**src/mps_pkg.sv**
```systemverilog
// package for the phy-side mii signalling block
// assumes a single 50 MHz core clock
package mps_pkg;
   localparam int unsigned CORE_CLK_HZ      = 50_000_000;
   localparam int unsigned RXCLK_10_HZ      = 2_500_000;
   localparam int unsigned RXCLK_100_HZ     = 25_000_000;
   // half periods of the receive clock in core cycles
   localparam int unsigned RXCLK_10_HALF    = CORE_CLK_HZ / (2 * RXCLK_10_HZ);
   localparam int unsigned RXCLK_100_HALF   = CORE_CLK_HZ / (2 * RXCLK_100_HZ);
   localparam int unsigned SYM_BITS         = 10;
   localparam int unsigned SQE_DELAY_CYC    = 50;
   localparam int unsigned SQE_PULSE_CYC    = 50;
   localparam int unsigned HB_SUPPRESS_REG  = 18;
   localparam int unsigned HB_SUPPRESS_BIT  = 2;
   localparam logic [4:0]  PHY_ADDR_RST     = 5'h00;
   localparam logic [4:0]  MGMT_REG_CTRL    = 5'h12;
   localparam logic [15:0] MGMT_CTRL_RST    = 16'h0000;
   localparam logic [1:0]  MGMT_ST          = 2'h1;
   localparam logic [1:0]  MGMT_OP_RD       = 2'h2;
   localparam logic [1:0]  MGMT_OP_WR       = 2'h1;
   localparam logic [5:0]  MGMT_PRE_MIN     = 6'h20;

   typedef enum logic [2:0] {
      MPS_M_IDLE = 3'b000,
      MPS_M_HDR  = 3'b001,
      MPS_M_TA   = 3'b010,
      MPS_M_RDAT = 3'b011,
      MPS_M_WDAT = 3'b100
   } mps_mgmt_e;

   typedef struct packed {
      logic       dv;
      logic       er;
      logic [3:0] d;
   } mps_rx_s;

   // 10-bit symbol: two zeros not adjacent means activity
   function automatic logic mps_sym_active(input logic [9:0] s);
      logic hit;
      hit = 1'b0;
      for (int i = 0; i < 10; i++) begin
         for (int j = i + 2; j < 10; j++) begin
            if (!s[i] && !s[j]) begin
               hit = 1'b1;
            end
         end
      end
      return hit;
   endfunction
endpackage

```
**src/mps_phy_mii.sv**
```systemverilog
// phy-side mii: collision, receive clock and data, serial management slave
// assumes line-side receive inputs and mdc/mdio/txen come from other domains
//
// Contract
// - collision output high when receive activity seen while transmit enable high
// - 10 Mb/s activity judged from unsquelched line receive signal
// - 100 Mb/s activity is a 10-bit symbol with two non-adjacent zeros
// - collision has no timing relation to receive or transmit clock
// - full duplex holds collision output low
// - heartbeat pulse on collision, suppressed by register 18 bit 2
// - management clock from station is the only management timing
// - management data shared; device drives it only to return status
// - management transfers driven and sampled with management clock
// - device sources receive clock; receive data/valid/error track it
// - receive clock 2.5 MHz at 10 Mb/s, 25 MHz at 100 Mb/s
// - valid rises after start delimiter, falls on end delimiter or error
`timescale 1ns/1ns
module mps_phy_mii
   import mps_pkg::*;
(
   input  wire logic       core_clk_i,
   input  wire logic       rst_b_i,
   input  wire logic       speed_100_i,
   input  wire logic       full_duplex_i,
   input  wire logic       tx_en_i,
   input  wire logic       line_rx_raw_i,
   input  wire logic       line_rx_bit_i,
   input  wire logic       rx_sos_i,
   input  wire logic       rx_eos_i,
   input  wire logic       rx_err_i,
   input  wire logic [3:0] rx_nibble_i,
   input  wire logic [4:0] phy_addr_i,
   input  wire logic       mdc_i,
   input  wire logic       mdio_i,
   output logic            mdio_o,
   output logic            mdio_oe_o,
   output logic            col_o,
   output logic            rx_clk_o,
   output mps_rx_s         rx_o
);
   // ----------------------------------------------------------------
   // reset and input synchronisers
   // ----------------------------------------------------------------
   logic [1:0] rst_pipe;
   logic       rst_b;
   always_ff @(posedge core_clk_i or negedge rst_b_i) begin
      if (!rst_b_i) begin
         rst_pipe <= 2'h0;
      end else begin
         rst_pipe <= {rst_pipe[0], 1'b1};
      end
   end
   assign rst_b = rst_pipe[1];

   logic [11:0] s;
   mps_sync #(.W(12)) u_sync (
      .core_clk_i (core_clk_i),
      .rst_b_i    (rst_b),
      .d_i        ({tx_en_i, line_rx_raw_i, line_rx_bit_i, rx_sos_i, rx_eos_i,
                    rx_err_i, mdc_i, mdio_i, rx_nibble_i}),
      .q_o        (s)
   );
   logic tx_en, rx_raw, rx_bit, sos, eos, err, mdc, mdio;
   logic [3:0] nib;
   assign {tx_en, rx_raw, rx_bit, sos, eos, err, mdc, mdio, nib} = s;

   // ----------------------------------------------------------------
   // receive clock divider and receive outputs
   // ----------------------------------------------------------------
   logic [3:0] div_cnt, next_div_cnt;
   logic       rclk, next_rclk;
   mps_rx_s    rx_q, next_rx_q;
   always_comb begin
      next_div_cnt = div_cnt + 4'h1;
      next_rclk    = rclk;
      if (div_cnt >= 4'((speed_100_i ? RXCLK_100_HALF : RXCLK_10_HALF) - 1)) begin
         next_div_cnt = 4'h0;
         next_rclk    = ~rclk;
      end
      next_rx_q = rx_q;
      // outputs change only at the falling edge so the mac sees them stable at rise
      if (rclk && !next_rclk) begin
         if (err || eos) begin
            next_rx_q.dv = 1'b0;
         end else if (sos) begin
            next_rx_q.dv = 1'b1;
         end
         next_rx_q.er = err && rx_q.dv;
         next_rx_q.d  = next_rx_q.dv ? nib : 4'h0;
      end
   end
   always_ff @(posedge core_clk_i or negedge rst_b) begin
      if (!rst_b) begin
         div_cnt <= 4'h0;
         rclk    <= 1'b0;
         rx_q    <= '0;
      end else begin
         div_cnt <= next_div_cnt;
         rclk    <= next_rclk;
         rx_q    <= next_rx_q;
      end
   end
   assign rx_clk_o = rclk;
   assign rx_o     = rx_q;

   // ----------------------------------------------------------------
   // collision and heartbeat
   // ----------------------------------------------------------------
   logic [9:0] sym, next_sym;
   logic       act;
   logic       hb_suppress;
   logic       tx_en_d, next_tx_en_d;
   logic [6:0] sqe_cnt, next_sqe_cnt;
   logic       col, next_col;
   always_comb begin
      next_sym = {sym[8:0], rx_bit};
      act = speed_100_i ? mps_sym_active(sym) : rx_raw;
      next_tx_en_d = tx_en;
      next_sqe_cnt = sqe_cnt;
      // heartbeat window starts after transmit ends; only in 10 Mb/s half duplex
      if (tx_en_d && !tx_en && !speed_100_i && !hb_suppress) begin
         next_sqe_cnt = 7'(SQE_DELAY_CYC + SQE_PULSE_CYC);
      end else if (sqe_cnt != 7'h00) begin
         next_sqe_cnt = sqe_cnt - 7'h01;
      end
      next_col = (tx_en && act)
               || (sqe_cnt != 7'h00 && sqe_cnt <= 7'(SQE_PULSE_CYC) && !hb_suppress);
      if (full_duplex_i) begin
         next_col = 1'b0;
      end
   end
   // sampled symbols shift at core rate; one line bit enters the symbol per core cycle
   always_ff @(posedge core_clk_i or negedge rst_b) begin
      if (!rst_b) begin
         sym     <= 10'h3ff;
         tx_en_d <= 1'b0;
         sqe_cnt <= 7'h00;
         col     <= 1'b0;
      end else begin
         sym     <= next_sym;
         tx_en_d <= next_tx_en_d;
         sqe_cnt <= next_sqe_cnt;
         col     <= next_col;
      end
   end
   assign col_o = col;

   // ----------------------------------------------------------------
   // serial management slave
   // ----------------------------------------------------------------
   mps_mgmt_e   mst, next_mst;
   logic [15:0] sh, next_sh;
   logic [5:0]  cnt, next_cnt;
   logic [15:0] ctrl, next_ctrl;
   logic        mdc_d, next_mdc_d;
   logic        oe, next_oe;
   logic        dout, next_dout;
   logic        rd_hit, next_rd_hit;
   logic        ctrl_wr_hit, next_ctrl_wr_hit;
   logic        mdc_rise, mdc_fall;
   assign mdc_rise = mdc && !mdc_d;
   assign mdc_fall = !mdc && mdc_d;
   assign hb_suppress = ctrl[HB_SUPPRESS_BIT];
   always_comb begin
      next_mdc_d = mdc;
      next_mst   = mst;
      next_sh    = sh;
      next_cnt   = cnt;
      next_ctrl  = ctrl;
      next_oe    = oe;
      next_dout  = dout;
      if (mdc_rise) begin
         next_sh = {sh[14:0], mdio};
         unique case (mst)
            MPS_M_IDLE: begin
               next_cnt = (mdio && cnt != 6'h3f) ? cnt + 6'h01 : cnt;
               if (!mdio) begin
                  next_cnt = 6'h00;
                  if (cnt >= MGMT_PRE_MIN) begin
                     next_mst = MPS_M_HDR;
                     next_cnt = 6'h01;
                  end
               end
            end
            MPS_M_HDR: begin
               next_cnt = cnt + 6'h01;
               if (cnt == 6'h0d) begin
                  next_mst = MPS_M_TA;
                  next_cnt = 6'h00;
               end
            end
            MPS_M_TA: begin
               next_cnt = cnt + 6'h01;
               if (cnt == 6'h01) begin
                  next_cnt = 6'h00;
                  next_mst = (sh[12:11] == MGMT_OP_RD) ? MPS_M_RDAT : MPS_M_WDAT;
               end
            end
            MPS_M_RDAT: begin
               next_cnt = cnt + 6'h01;
               if (cnt == 6'h0f) begin
                  next_mst = MPS_M_IDLE;
                  next_cnt = 6'h00;
               end
            end
            MPS_M_WDAT: begin
               next_cnt = cnt + 6'h01;
               if (cnt == 6'h0f) begin
                  next_mst = MPS_M_IDLE;
                  next_cnt = 6'h00;
                  if (ctrl_wr_hit) begin
                     next_ctrl = {sh[14:0], mdio};
                  end
               end
            end
            default: begin
               next_mst = MPS_M_IDLE;
            end
         endcase
      end
      // drive on falling edge so the station samples a settled bit at rise
      if (mdc_fall) begin
         if (mst == MPS_M_TA && cnt == 6'h01 && rd_hit) begin
            next_oe   = 1'b1;
            next_dout = 1'b0;
         end else if (mst == MPS_M_RDAT && oe) begin
            next_dout = ctrl[4'(15 - cnt)];
         end else begin
            next_oe   = 1'b0;
            next_dout = 1'b0;
         end
      end
   end
   // at the last register bit sh holds st/op/addr; hits are latched as the shift moves on
   always_comb begin
      next_rd_hit      = rd_hit;
      next_ctrl_wr_hit = ctrl_wr_hit;
      if (mdc_rise && mst == MPS_M_HDR && cnt == 6'h0d) begin
         next_rd_hit      = (sh[10:9] == MGMT_OP_RD) && (sh[8:4] == phy_addr_i)
                          && ({sh[3:0], mdio} == MGMT_REG_CTRL) && (sh[12:11] == MGMT_ST);
         next_ctrl_wr_hit = (sh[10:9] == MGMT_OP_WR) && (sh[8:4] == phy_addr_i)
                          && ({sh[3:0], mdio} == MGMT_REG_CTRL) && (sh[12:11] == MGMT_ST);
      end
   end
   always_ff @(posedge core_clk_i or negedge rst_b) begin
      if (!rst_b) begin
         mst         <= MPS_M_IDLE;
         sh          <= 16'h0000;
         cnt         <= 6'h00;
         ctrl        <= MGMT_CTRL_RST;
         mdc_d       <= 1'b0;
         oe          <= 1'b0;
         dout        <= 1'b0;
         rd_hit      <= 1'b0;
         ctrl_wr_hit <= 1'b0;
      end else begin
         mst         <= next_mst;
         sh          <= next_sh;
         cnt         <= next_cnt;
         ctrl        <= next_ctrl;
         mdc_d       <= next_mdc_d;
         oe          <= next_oe;
         dout        <= next_dout;
         rd_hit      <= next_rd_hit;
         ctrl_wr_hit <= next_ctrl_wr_hit;
      end
   end
   assign mdio_o    = dout;
   assign mdio_oe_o = oe;
endmodule // mps_phy_mii

```
**src/mps_sync.sv**
```systemverilog
// two-flop synchroniser for inputs from outside the core domain
// assumes core clock and an already released reset
`timescale 1ns/1ns
module mps_sync #(
   parameter int unsigned W = 1
) (
   input  wire logic         core_clk_i,
   input  wire logic         rst_b_i,
   input  wire logic [W-1:0] d_i,
   output logic      [W-1:0] q_o
);
   logic [W-1:0] meta;
   always_ff @(posedge core_clk_i or negedge rst_b_i) begin
      if (!rst_b_i) begin
         meta <= '0;
         q_o  <= '0;
      end else begin
         meta <= d_i;
         q_o  <= meta;
      end
   end
endmodule // mps_sync

```
**config.mk**
```make
export PLATFORM = sky130hd
export DESIGN_NAME = mps_phy_mii
export DESIGN_NICKNAME = d
export VERILOG_FILES = /design/src/mps_pkg.sv /design/src/mps_phy_mii.sv /design/src/mps_sync.sv
export SDC_FILE = /design/constraint.sdc
export NUM_CORES = 1
export LEC_CHECK = 0
export BUFFER_PORTS_ARGS = -buffer_cell sky130_fd_sc_hd__buf_2
export CAP_MARGIN = 40
export CORE_ASPECT_RATIO = 1.75
export CORE_MARGIN = 4
export CORE_UTILIZATION = 58
export CTS_CLUSTER_SIZE = 40
export DETAILED_ROUTE_END_ITERATION = 8
export GPL_ROUTABILITY_DRIVEN = 1
export MAX_ROUTING_LAYER = met4
export PLACE_DENSITY = 0.77
export SETUP_SLACK_MARGIN = 0.2
export SKIP_CTS_REPAIR_TIMING = 1
export SYNTH_ARGS = -nofsm -noshare
export SYNTH_HDL_FRONTEND = slang
export SYNTH_SLANG_ARGS = --single-unit
```
**constraint.sdc**
```tcl
create_clock -name core_clk_i -period 4.85 [get_ports core_clk_i]
set_clock_uncertainty 0.05 [all_clocks]
set_input_delay 0.7275 -clock core_clk_i [delete_from_list [all_inputs] [get_ports core_clk_i]]
set_output_delay 0.7275 -clock core_clk_i [all_outputs]
set_load 0.02 [all_outputs]
```
# == Word-level counts from Yosys, hierarchy flattened ==
# Index checks and enable logic that the tools add are counted.
# op_classes
addsub,5
magnitude_cmp,4
n_eq_ne,21
n_mux,67
bitwise_logic,1
reduce_logical,85
# op_table
cell,n
1-bit logical AND,58
1-bit two-way mux,48
6-bit two-way mux,5
6-bit one-hot mux with 4 select lines,1
3-bit two-way mux,6
1-bit zero test,16
7-bit two-way mux,2
"6-bit by 4-bit equality test with 1-bit output, second input constant",2
4-bit two-way mux,3
3-bit one-hot mux with 4 select lines,1
"2-bit inequality test, second input constant",5
"7-bit by 6-bit <= comparator with 1-bit output, second input constant",1
7-bit nonzero test,1
"7-bit by 1-bit subtractor with 7-bit output, second input constant",1
"6-bit by 1-bit adder with 6-bit output, second input constant",1
"3-bit by 2-bit equality test with 1-bit output, second input constant",2
"6-bit by 1-bit equality test with 1-bit output, second input constant",1
"6-bit >= comparator, second input constant",1
"6-bit inequality test, second input constant",1
6-bit AND reduction,1
5-bit equality test,1
"5-bit equality test, second input constant",1
"4-bit by 5-bit less-than comparator with 1-bit output, second input constant",1
"4-bit by 1-bit adder with 4-bit output, second input constant",1
other kinds (19),22
# word_totals
regBits,101
input_bits,21
output_inout_bits,10

# == Logic depth before layout (Yosys ltp) ==
# Gate-level depths: netlist of the first run.
# depth
word_depth,42
ltp_mapped,8
mapped_depth_nobuf,8

# == Modules after synthesis ==
# A second synthesis of the first run with hierarchy kept.
# unflattened
cells_unflattened,360
hier_area_um2,4310.4
# modules_own_cells
module,n_inst,cells_per_inst,area_per_inst_um2
mps_phy_mii,1,336,3709.8
mps_sync,1,24,600.6

# == Worst setup path after synthesis of the first run ==
# OpenSTA, ideal clock, no wires.
# synth_timing
path_type,input -> register
from,in speed_100_i
to,reg rx_q (netlist bit rx_o[0])
setup_time_ns,0.121
arrival_ns,2.436
setup_slack_ns,2.243
stages,8
n_path_buf,0
path_cell_list,inv_1 -> ha_1 -> or4b_2 -> a21o_1 -> ha_1 -> inv_1 -> nor4_1 -> a22o_1
# synth_between
elab_chain_cells,6
# synth_lines
item,line_no,source
start: declaration,mps_phy_mii.sv:23,"input wire logic speed_100_i,"
4-bit two-way mux,mps_phy_mii.sv:76,if (div_cnt >= 4'((speed_100_i ? RXCLK_100_HALF : RXCLK_10_HALF) - 1)) begin
4-bit by 1-bit subtractor with 4-bit output,mps_phy_mii.sv:76,
4-bit >= comparator,mps_phy_mii.sv:76,
1-bit two-way mux,mps_phy_mii.sv:76,
1-bit zero test,mps_phy_mii.sv:82,if (rclk && !next_rclk) begin
1-bit logical AND,mps_phy_mii.sv:82,
end signal: assignment,mps_phy_mii.sv:100,rx_q <= next_rx_q;
end: declaration,mps_phy_mii.sv:72,"mps_rx_s rx_q, next_rx_q;"
# No other way between the ends.
# A chain may end at the register's enable or synchronous reset.

# == Final worst setup path of the first run ==
# layout_timing
from,in speed_100_i
to,reg rx_q (netlist bit rx_o[1])
# Same word-level chain as after synthesis.

==> flow_summary.json, run 1 <==
{
  "status": "finished clean",
  "crit_required_ns": 5.03,
  "cts_buffers": 9,
  "clockBufferDepth": 2,
  "layout_commonest_cell": "dfrtp_1",
  "final_cell_mix": "90 x dfrtp_1, 30 x buf_2, 22 x nand2_1",
  "hpwlAfterDp_um": 5400,
  "overflow": 0,
  "dieArea_um2": 8840,
  "wire_per_inst_um": 17.7,
  "antenna_found_initial": 0,
  "clock_latency_ns": 0.34,
  "synth_area_leaders": "dfrtp_1 53%, dfstp_2 6.2%, mux2_2 4.8%",
  "drv_slew": 0,
  "die_height_um": 121,
  "grt_first_pass_wirelength_um": 13700,
  "htreeDepth": 3,
  "syn_area_um2": 4260,
  "async_reset_ff_share_pct": 100,
  "rsz0062_at_grt": "no",
  "grt_max_degree": 54,
  "rows": 41,
  "fmax_mhz": 375,
  "die_width_um": 72.8,
  "leakagePower_nw": 2.16,
  "period_share_pct": 54.9,
  "end_kind": "flop",
  "syn_inst": 323,
  "critical_path_class": "input pin to flop",
  "ir_drop_mv": 0.360,
  "synth-main-ff-cell": "dfrtp_1",
  "yosysWarnings": 0,
  "power_density_nw_per_um2": 455,
  "yosysUniqueCellTypes": 63,
  "grt_usage_pct": 20.9,
  "io_pins": 31,
  "finalNonFillerCells": 451,
  "cts-root-buf": "clkbuf_16",
  "totalWireLength_um": 7960,
  "dr.pass1.iters": 4,
  "grt_pass1_vias": 2896,
  "period_minus_slack_ns": 2.66,
  "area_growth_pct": 12.1,
  "core_region_area_um2": 7180,
  "synth_area_leader_cell": "dfrtp_1",
  "drc_errors": 0,
  "finalSetupTns_ns": 0,
  "crit_path_start_kind": "input pin",
  "start_util_pct": 59.4,
  "critical_path_arrival_ns": 2.84,
  "cts_tree": "built",
  "syn_nets": 354,
  "port-buffer-count": 30,
  "yosysSeqAreaShare_pct": 59.6,
  "place_inst": 434,
  "cp_max_fo": 6,
  "dr.first_iter.drc_count": 160,
  "min_path_type": "input pin to async pin",
  "diodes": 0,
  "drive_gt1_share_pct": 28.8,
  "finalWeightedCongestion": 0.845,
  "clkTransAtPathRegs_ns": 0.06,
  "ys_seq_elements": 101,
  "fin_nets": 391,
  "vias": 2679,
  "syn_avg_cell_area_um2": 13.2,
  "netlist.area_leader.share_pct": 53.4,
  "hold_viol_final": 0,
  "vias_per_cell": 5.94,
  "worstMarginPinSlew_ns": 0.729,
  "max-cap-violations": 0,
  "setup_violations": 0,
  "clock_sinks": 101,
  "ant_nets": 0,
  "synth-edff-count": 0,
  "max_slew_margin_pct": 51.0
}
-- metrics by stage --
stage	hold WS [ns]	worst slack, ns	instance area (µm²)	utilization (%)	total power [mW]
after floorplan	0.281	1.80	4260	-	1.40
after global placement	0.282	1.99	4470	62.3	1.49
after detailed placement	0.285	1.89	4480	62.4	1.52
after CTS	0.102	2.14	4760	66.3	2.19
after global routing	0.102	2.11	4780	66.5	2.30
final	0.110	2.19	4780	66.5	2.17
-- power breakdown --
part           internal, mW  switching, mW
registers             0.978          0.162
logic                 0.180          0.194
clock network         0.364          0.297
-- state kept, by name (all words and copies together), names as in the netlist --
| signal | count |
|---|---|
| rx_clk_o | 1 |
| mst | 3 |
| ctrl_wr_hit | 1 |
| sqe_cnt | 7 |
| mdio_oe_o | 1 |
| mdio_o | 1 |
| sym | 10 |
| sh | 15 |
| u_sync.q_o | 12 |
| rx_o | 6 |
| ctrl | 16 |
| div_cnt | 4 |
| rst_pipe | 2 |
| col_o | 1 |
| rd_hit | 1 |
| cnt | 6 |
| u_sync.meta | 12 |
| mdc_d | 1 |
| tx_en_d | 1 |
-- cells by family (layout without fill, tap and decap cells) --
kind of cell               Yosys count  in the layout  synth area share [%]
AOI/OAI and AO/OA                   59             59                  9.83
other                                1              1                0.0880
muxes                               33             33                  10.9
xor gates and xnor gates            11             11                  2.26
and+or+nand+nor                     85             85                  11.5
buffers and inverters               23             65                  2.88
DFF                                101            101                  59.6
adders and majority gates           10             10                  2.94
-- final cells by class --
type                    instances  area (µm²)
multi-input cells             199        1600
repair buffers                 34         191
well taps                      86         108
inverters                      15        56.3
clock buffers                  11         243
fillers                       519        2400
flip-flops and latches        101        2540
clock inverters                 5        35.0
-- path summary, 6_finish.rpt --
kind                                     start            end  slack, ns  cells past startpoint
worst max register to register      div_cnt[0]        rx_o[1]       2.30                      8
worst min register to register     rst_pipe[1]        ctrl[4]       0.28                      0
max in group asynchronous          rst_pipe[1]     sqe_cnt[0]       3.42                      1
worst min-delay path                   rst_b_i    rst_pipe[1]       0.11                      1
min in group core_clk_i         u_sync.meta[7]  u_sync.q_o[7]       0.30                      0
worst max-delay path               speed_100_i        rx_o[1]       2.19                      9
-- critical path, stage by stage --
cell    delay [ns]
buf_2         0.14
inv_1         0.07
ha_1          0.29
or4b_2        0.63
a21o_1        0.27
ha_1          0.23
inv_1         0.16
nor4_1        0.13
a22o_1        0.20
-- cells in the mapped netlist (4+ instances only) --
cell / n
mux2_2: 18
inv_1: 15
nand2_1: 22
nand4_1: 4
buf_2: 4
a22o_1: 5
o211ai_1: 4
o21ai_0: 12
a21oi_1: 8
nor2_1: 15
nor3_1: 8
xnor2_1: 5
ha_1: 10
mux4_2: 5
mux2_4: 10
xor2_1: 6
dfstp_2: 10
nand3_1: 7
dfrtp_1: 91
-- metal layers --
| metal | global-route usage (%) | vias up | wire [µm] |
|---|---|---|---|
| met5 | - | - | 0 |
| met4 | 10.0 | 0 | 235 |
| met3 | 4.89 | 21 | 228 |
| li1 | - | 1237 | - |
| met2 | 35.6 | 57 | 4480 |
| met1 | 22.4 | 1364 | 3010 |
Note: power is estimated with default switching activity, not from simulation.
==> run 2: changes to the inputs <==
clock period = 2.7 ns   (was 4.85 ns; I/O delays follow)
==> flow_summary.json, run 2 (synthesized netlist as in run 1, its figures left out) <==
{
  "status": "finished clean",
  "dr.first_iter.drc_count": 83,
  "critPathSlowestCell": "or4b_2",
  "drc_errors": 0,
  "total_power_mw": 3.91,
  "grt_pass1_vias": 2722,
  "htreeDepth": 3,
  "max-cap-violations": 0,
  "hpwlAfterDp_um": 5300,
  "die_width_um": 72.8,
  "largest_reg_flops": 16,
  "cp_max_fo": 6,
  "clkTransAtPathRegs_ns": 0.07,
  "power_density_nw_per_um2": 810,
  "rows": 41,
  "vias": 2636,
  "layout_commonest_cell": "dfrtp_1",
  "setup_violations": 0,
  "grt_max_degree": 57,
  "start_util_pct": 59.4,
  "max_slew_margin_pct": 63.2,
  "grt_first_pass_wirelength_um": 12900,
  "cts_tree": "built",
  "finalSetupTns_ns": 0,
  "ant_nets": 0,
  "crit_required_ns": 2.87,
  "overflow": 0,
  "nFillCells": 525,
  "crit_top_cell": "ha_1",
  "fin_nets": 396,
  "hold_viol_final": 0,
  "period_minus_slack_ns": 2.33,
  "port-buffer-count": 30,
  "diodes": 0,
  "top_register": "ctrl",
  "die_height_um": 121,
  "core_region_area_um2": 7180,
  "min_path_type": "input pin to flop",
  "top_regs": "ctrl (16), sh (15)",
  "drive_gt1_share_pct": 30.0,
  "critical_path_class": "flop to flop",
  "drv_slew": 0,
  "cts-root-buf": "clkbuf_16",
  "fmax_mhz": 429,
  "dieArea_um2": 8840,
  "ir_drop_mv": 0.623,
  "leakagePower_nw": 2.19,
  "clock_latency_ns": 0.34,
  "cts_buffers": 9,
  "grt_usage_pct": 19.6,
  "totalWireLength_um": 7510,
  "critical_path_arrival_ns": 2.50,
  "clock_sinks": 101,
  "crit_path_start_kind": "flop",
  "period_share_pct": 86.3,
  "rsz0062_at_grt": "no",
  "dr.pass1.iters": 4,
  "cp_cell_sequence": "inv_1 > ha_1 > or4b_2 > a21o_1 > ha_1 > inv_2 > nor4_2 > a22o_1",
  "final_core_util_pct": 67.2,
  "finalWeightedCongestion": 0.892,
  "antenna_found_initial": 0,
  "wire_per_inst_um": 16.5,
  "end_kind": "flop",
  "io_pins": 31,
  "area_growth_pct": 13.2,
  "vias_per_cell": 5.78,
  "final_cell_mix": "90 x dfrtp_1, 30 x buf_2, 22 x nand2_1",
  "clockBufferDepth": 2,
  "cpPeakStageDelay_ns": 0.60,
  "worstMarginPinSlew_ns": 0.552
}
[run 2: cell types whose count changed in the layout (fill, tap and decap cells not counted), sizes merged]
cell	before	now
buf	33	38
clkbuf	11	12
clkdlybuf4s15	1	0
clkinv	4	3
clkinvlp	0	1
dlygate4sd3	0	1
inv	16	15
[run 2: cell type report]
type	instances	area [µm²]	share of cell area, %
multi-input cells	199	1610	33.3
flip-flops and latches	101	2540	52.7
inverters	15	56.3	1.17
repair buffers	39	233	4.82
clock inverters	4	22.5	0.467
clock buffers	12	256	5.32
well taps	86	108	2.23
[run 2: path summary, 6_finish.rpt]
| kind | start | to | slack (ns) | cells after the start |
|---|---|---|---|---|
| max reg2reg | div_cnt[0] | rx_o[1] | 0.37 | 8 |
| max | div_cnt[0] | rx_o[1] | 0.37 | 8 |
| max in group asynchronous | rst_pipe[1] | rx_o[1] | 1.66 | 1 |
| min | mdc_i | u_sync.meta[5] | 0.12 | 1 |
| min reg2reg | rst_pipe[1] | div_cnt[3] | 0.28 | 0 |
| min in group asynchronous | rst_pipe[1] | div_cnt[3] | 0.28 | 0 |
[run 2: power breakdown]
group          switching (mW)  internal [mW]  leakage, nW  total, mW
Sequential              0.263           1.76         1.25       2.02
Combinational           0.360          0.341        0.793      0.702
Clock                   0.519          0.670        0.138       1.19
[run 2: critical path: cells and delay by family (launching register included)]
| kind | cells | cell delay [ns] |
|---|---|---|
| AO/OA/AOI/OAI | 2 | 0.44 |
| adder cells (fa/ha/maj) | 2 | 0.49 |
| buffers and inverters | 2 | 0.18 |
| flip-flops | 1 | 0.38 |
| AND/OR/NAND/NOR | 2 | 0.69 |
[run 2: stage by stage]
step / worst slack (ns) / hold slack [ns] / instances / cell area, µm²
3_5_place_dp: 0.0817 / 0.141 / 438 / 4520
2_1_floorplan: 0.415 / 0.0594 / 323 / 4260
3_3_place_gp: 0.158 / 0.140 / 438 / 4520
5_1_grt: 0.212 / 0.107 / 456 / 4830
4_1_cts: 0.258 / -0.222 / 454 / 4800
6_report: 0.371 / 0.119 / 456 / 4830
[run 2: routing by layer]
metal	global-route usage, %	part of all wire (%)	vias to the layer above
met5	-	0	-
met4	7.27	1.9	0
met3	4.64	2.8	19
met2	34.1	57	37
met1	21.4	38	1336
li1	-	-	1244
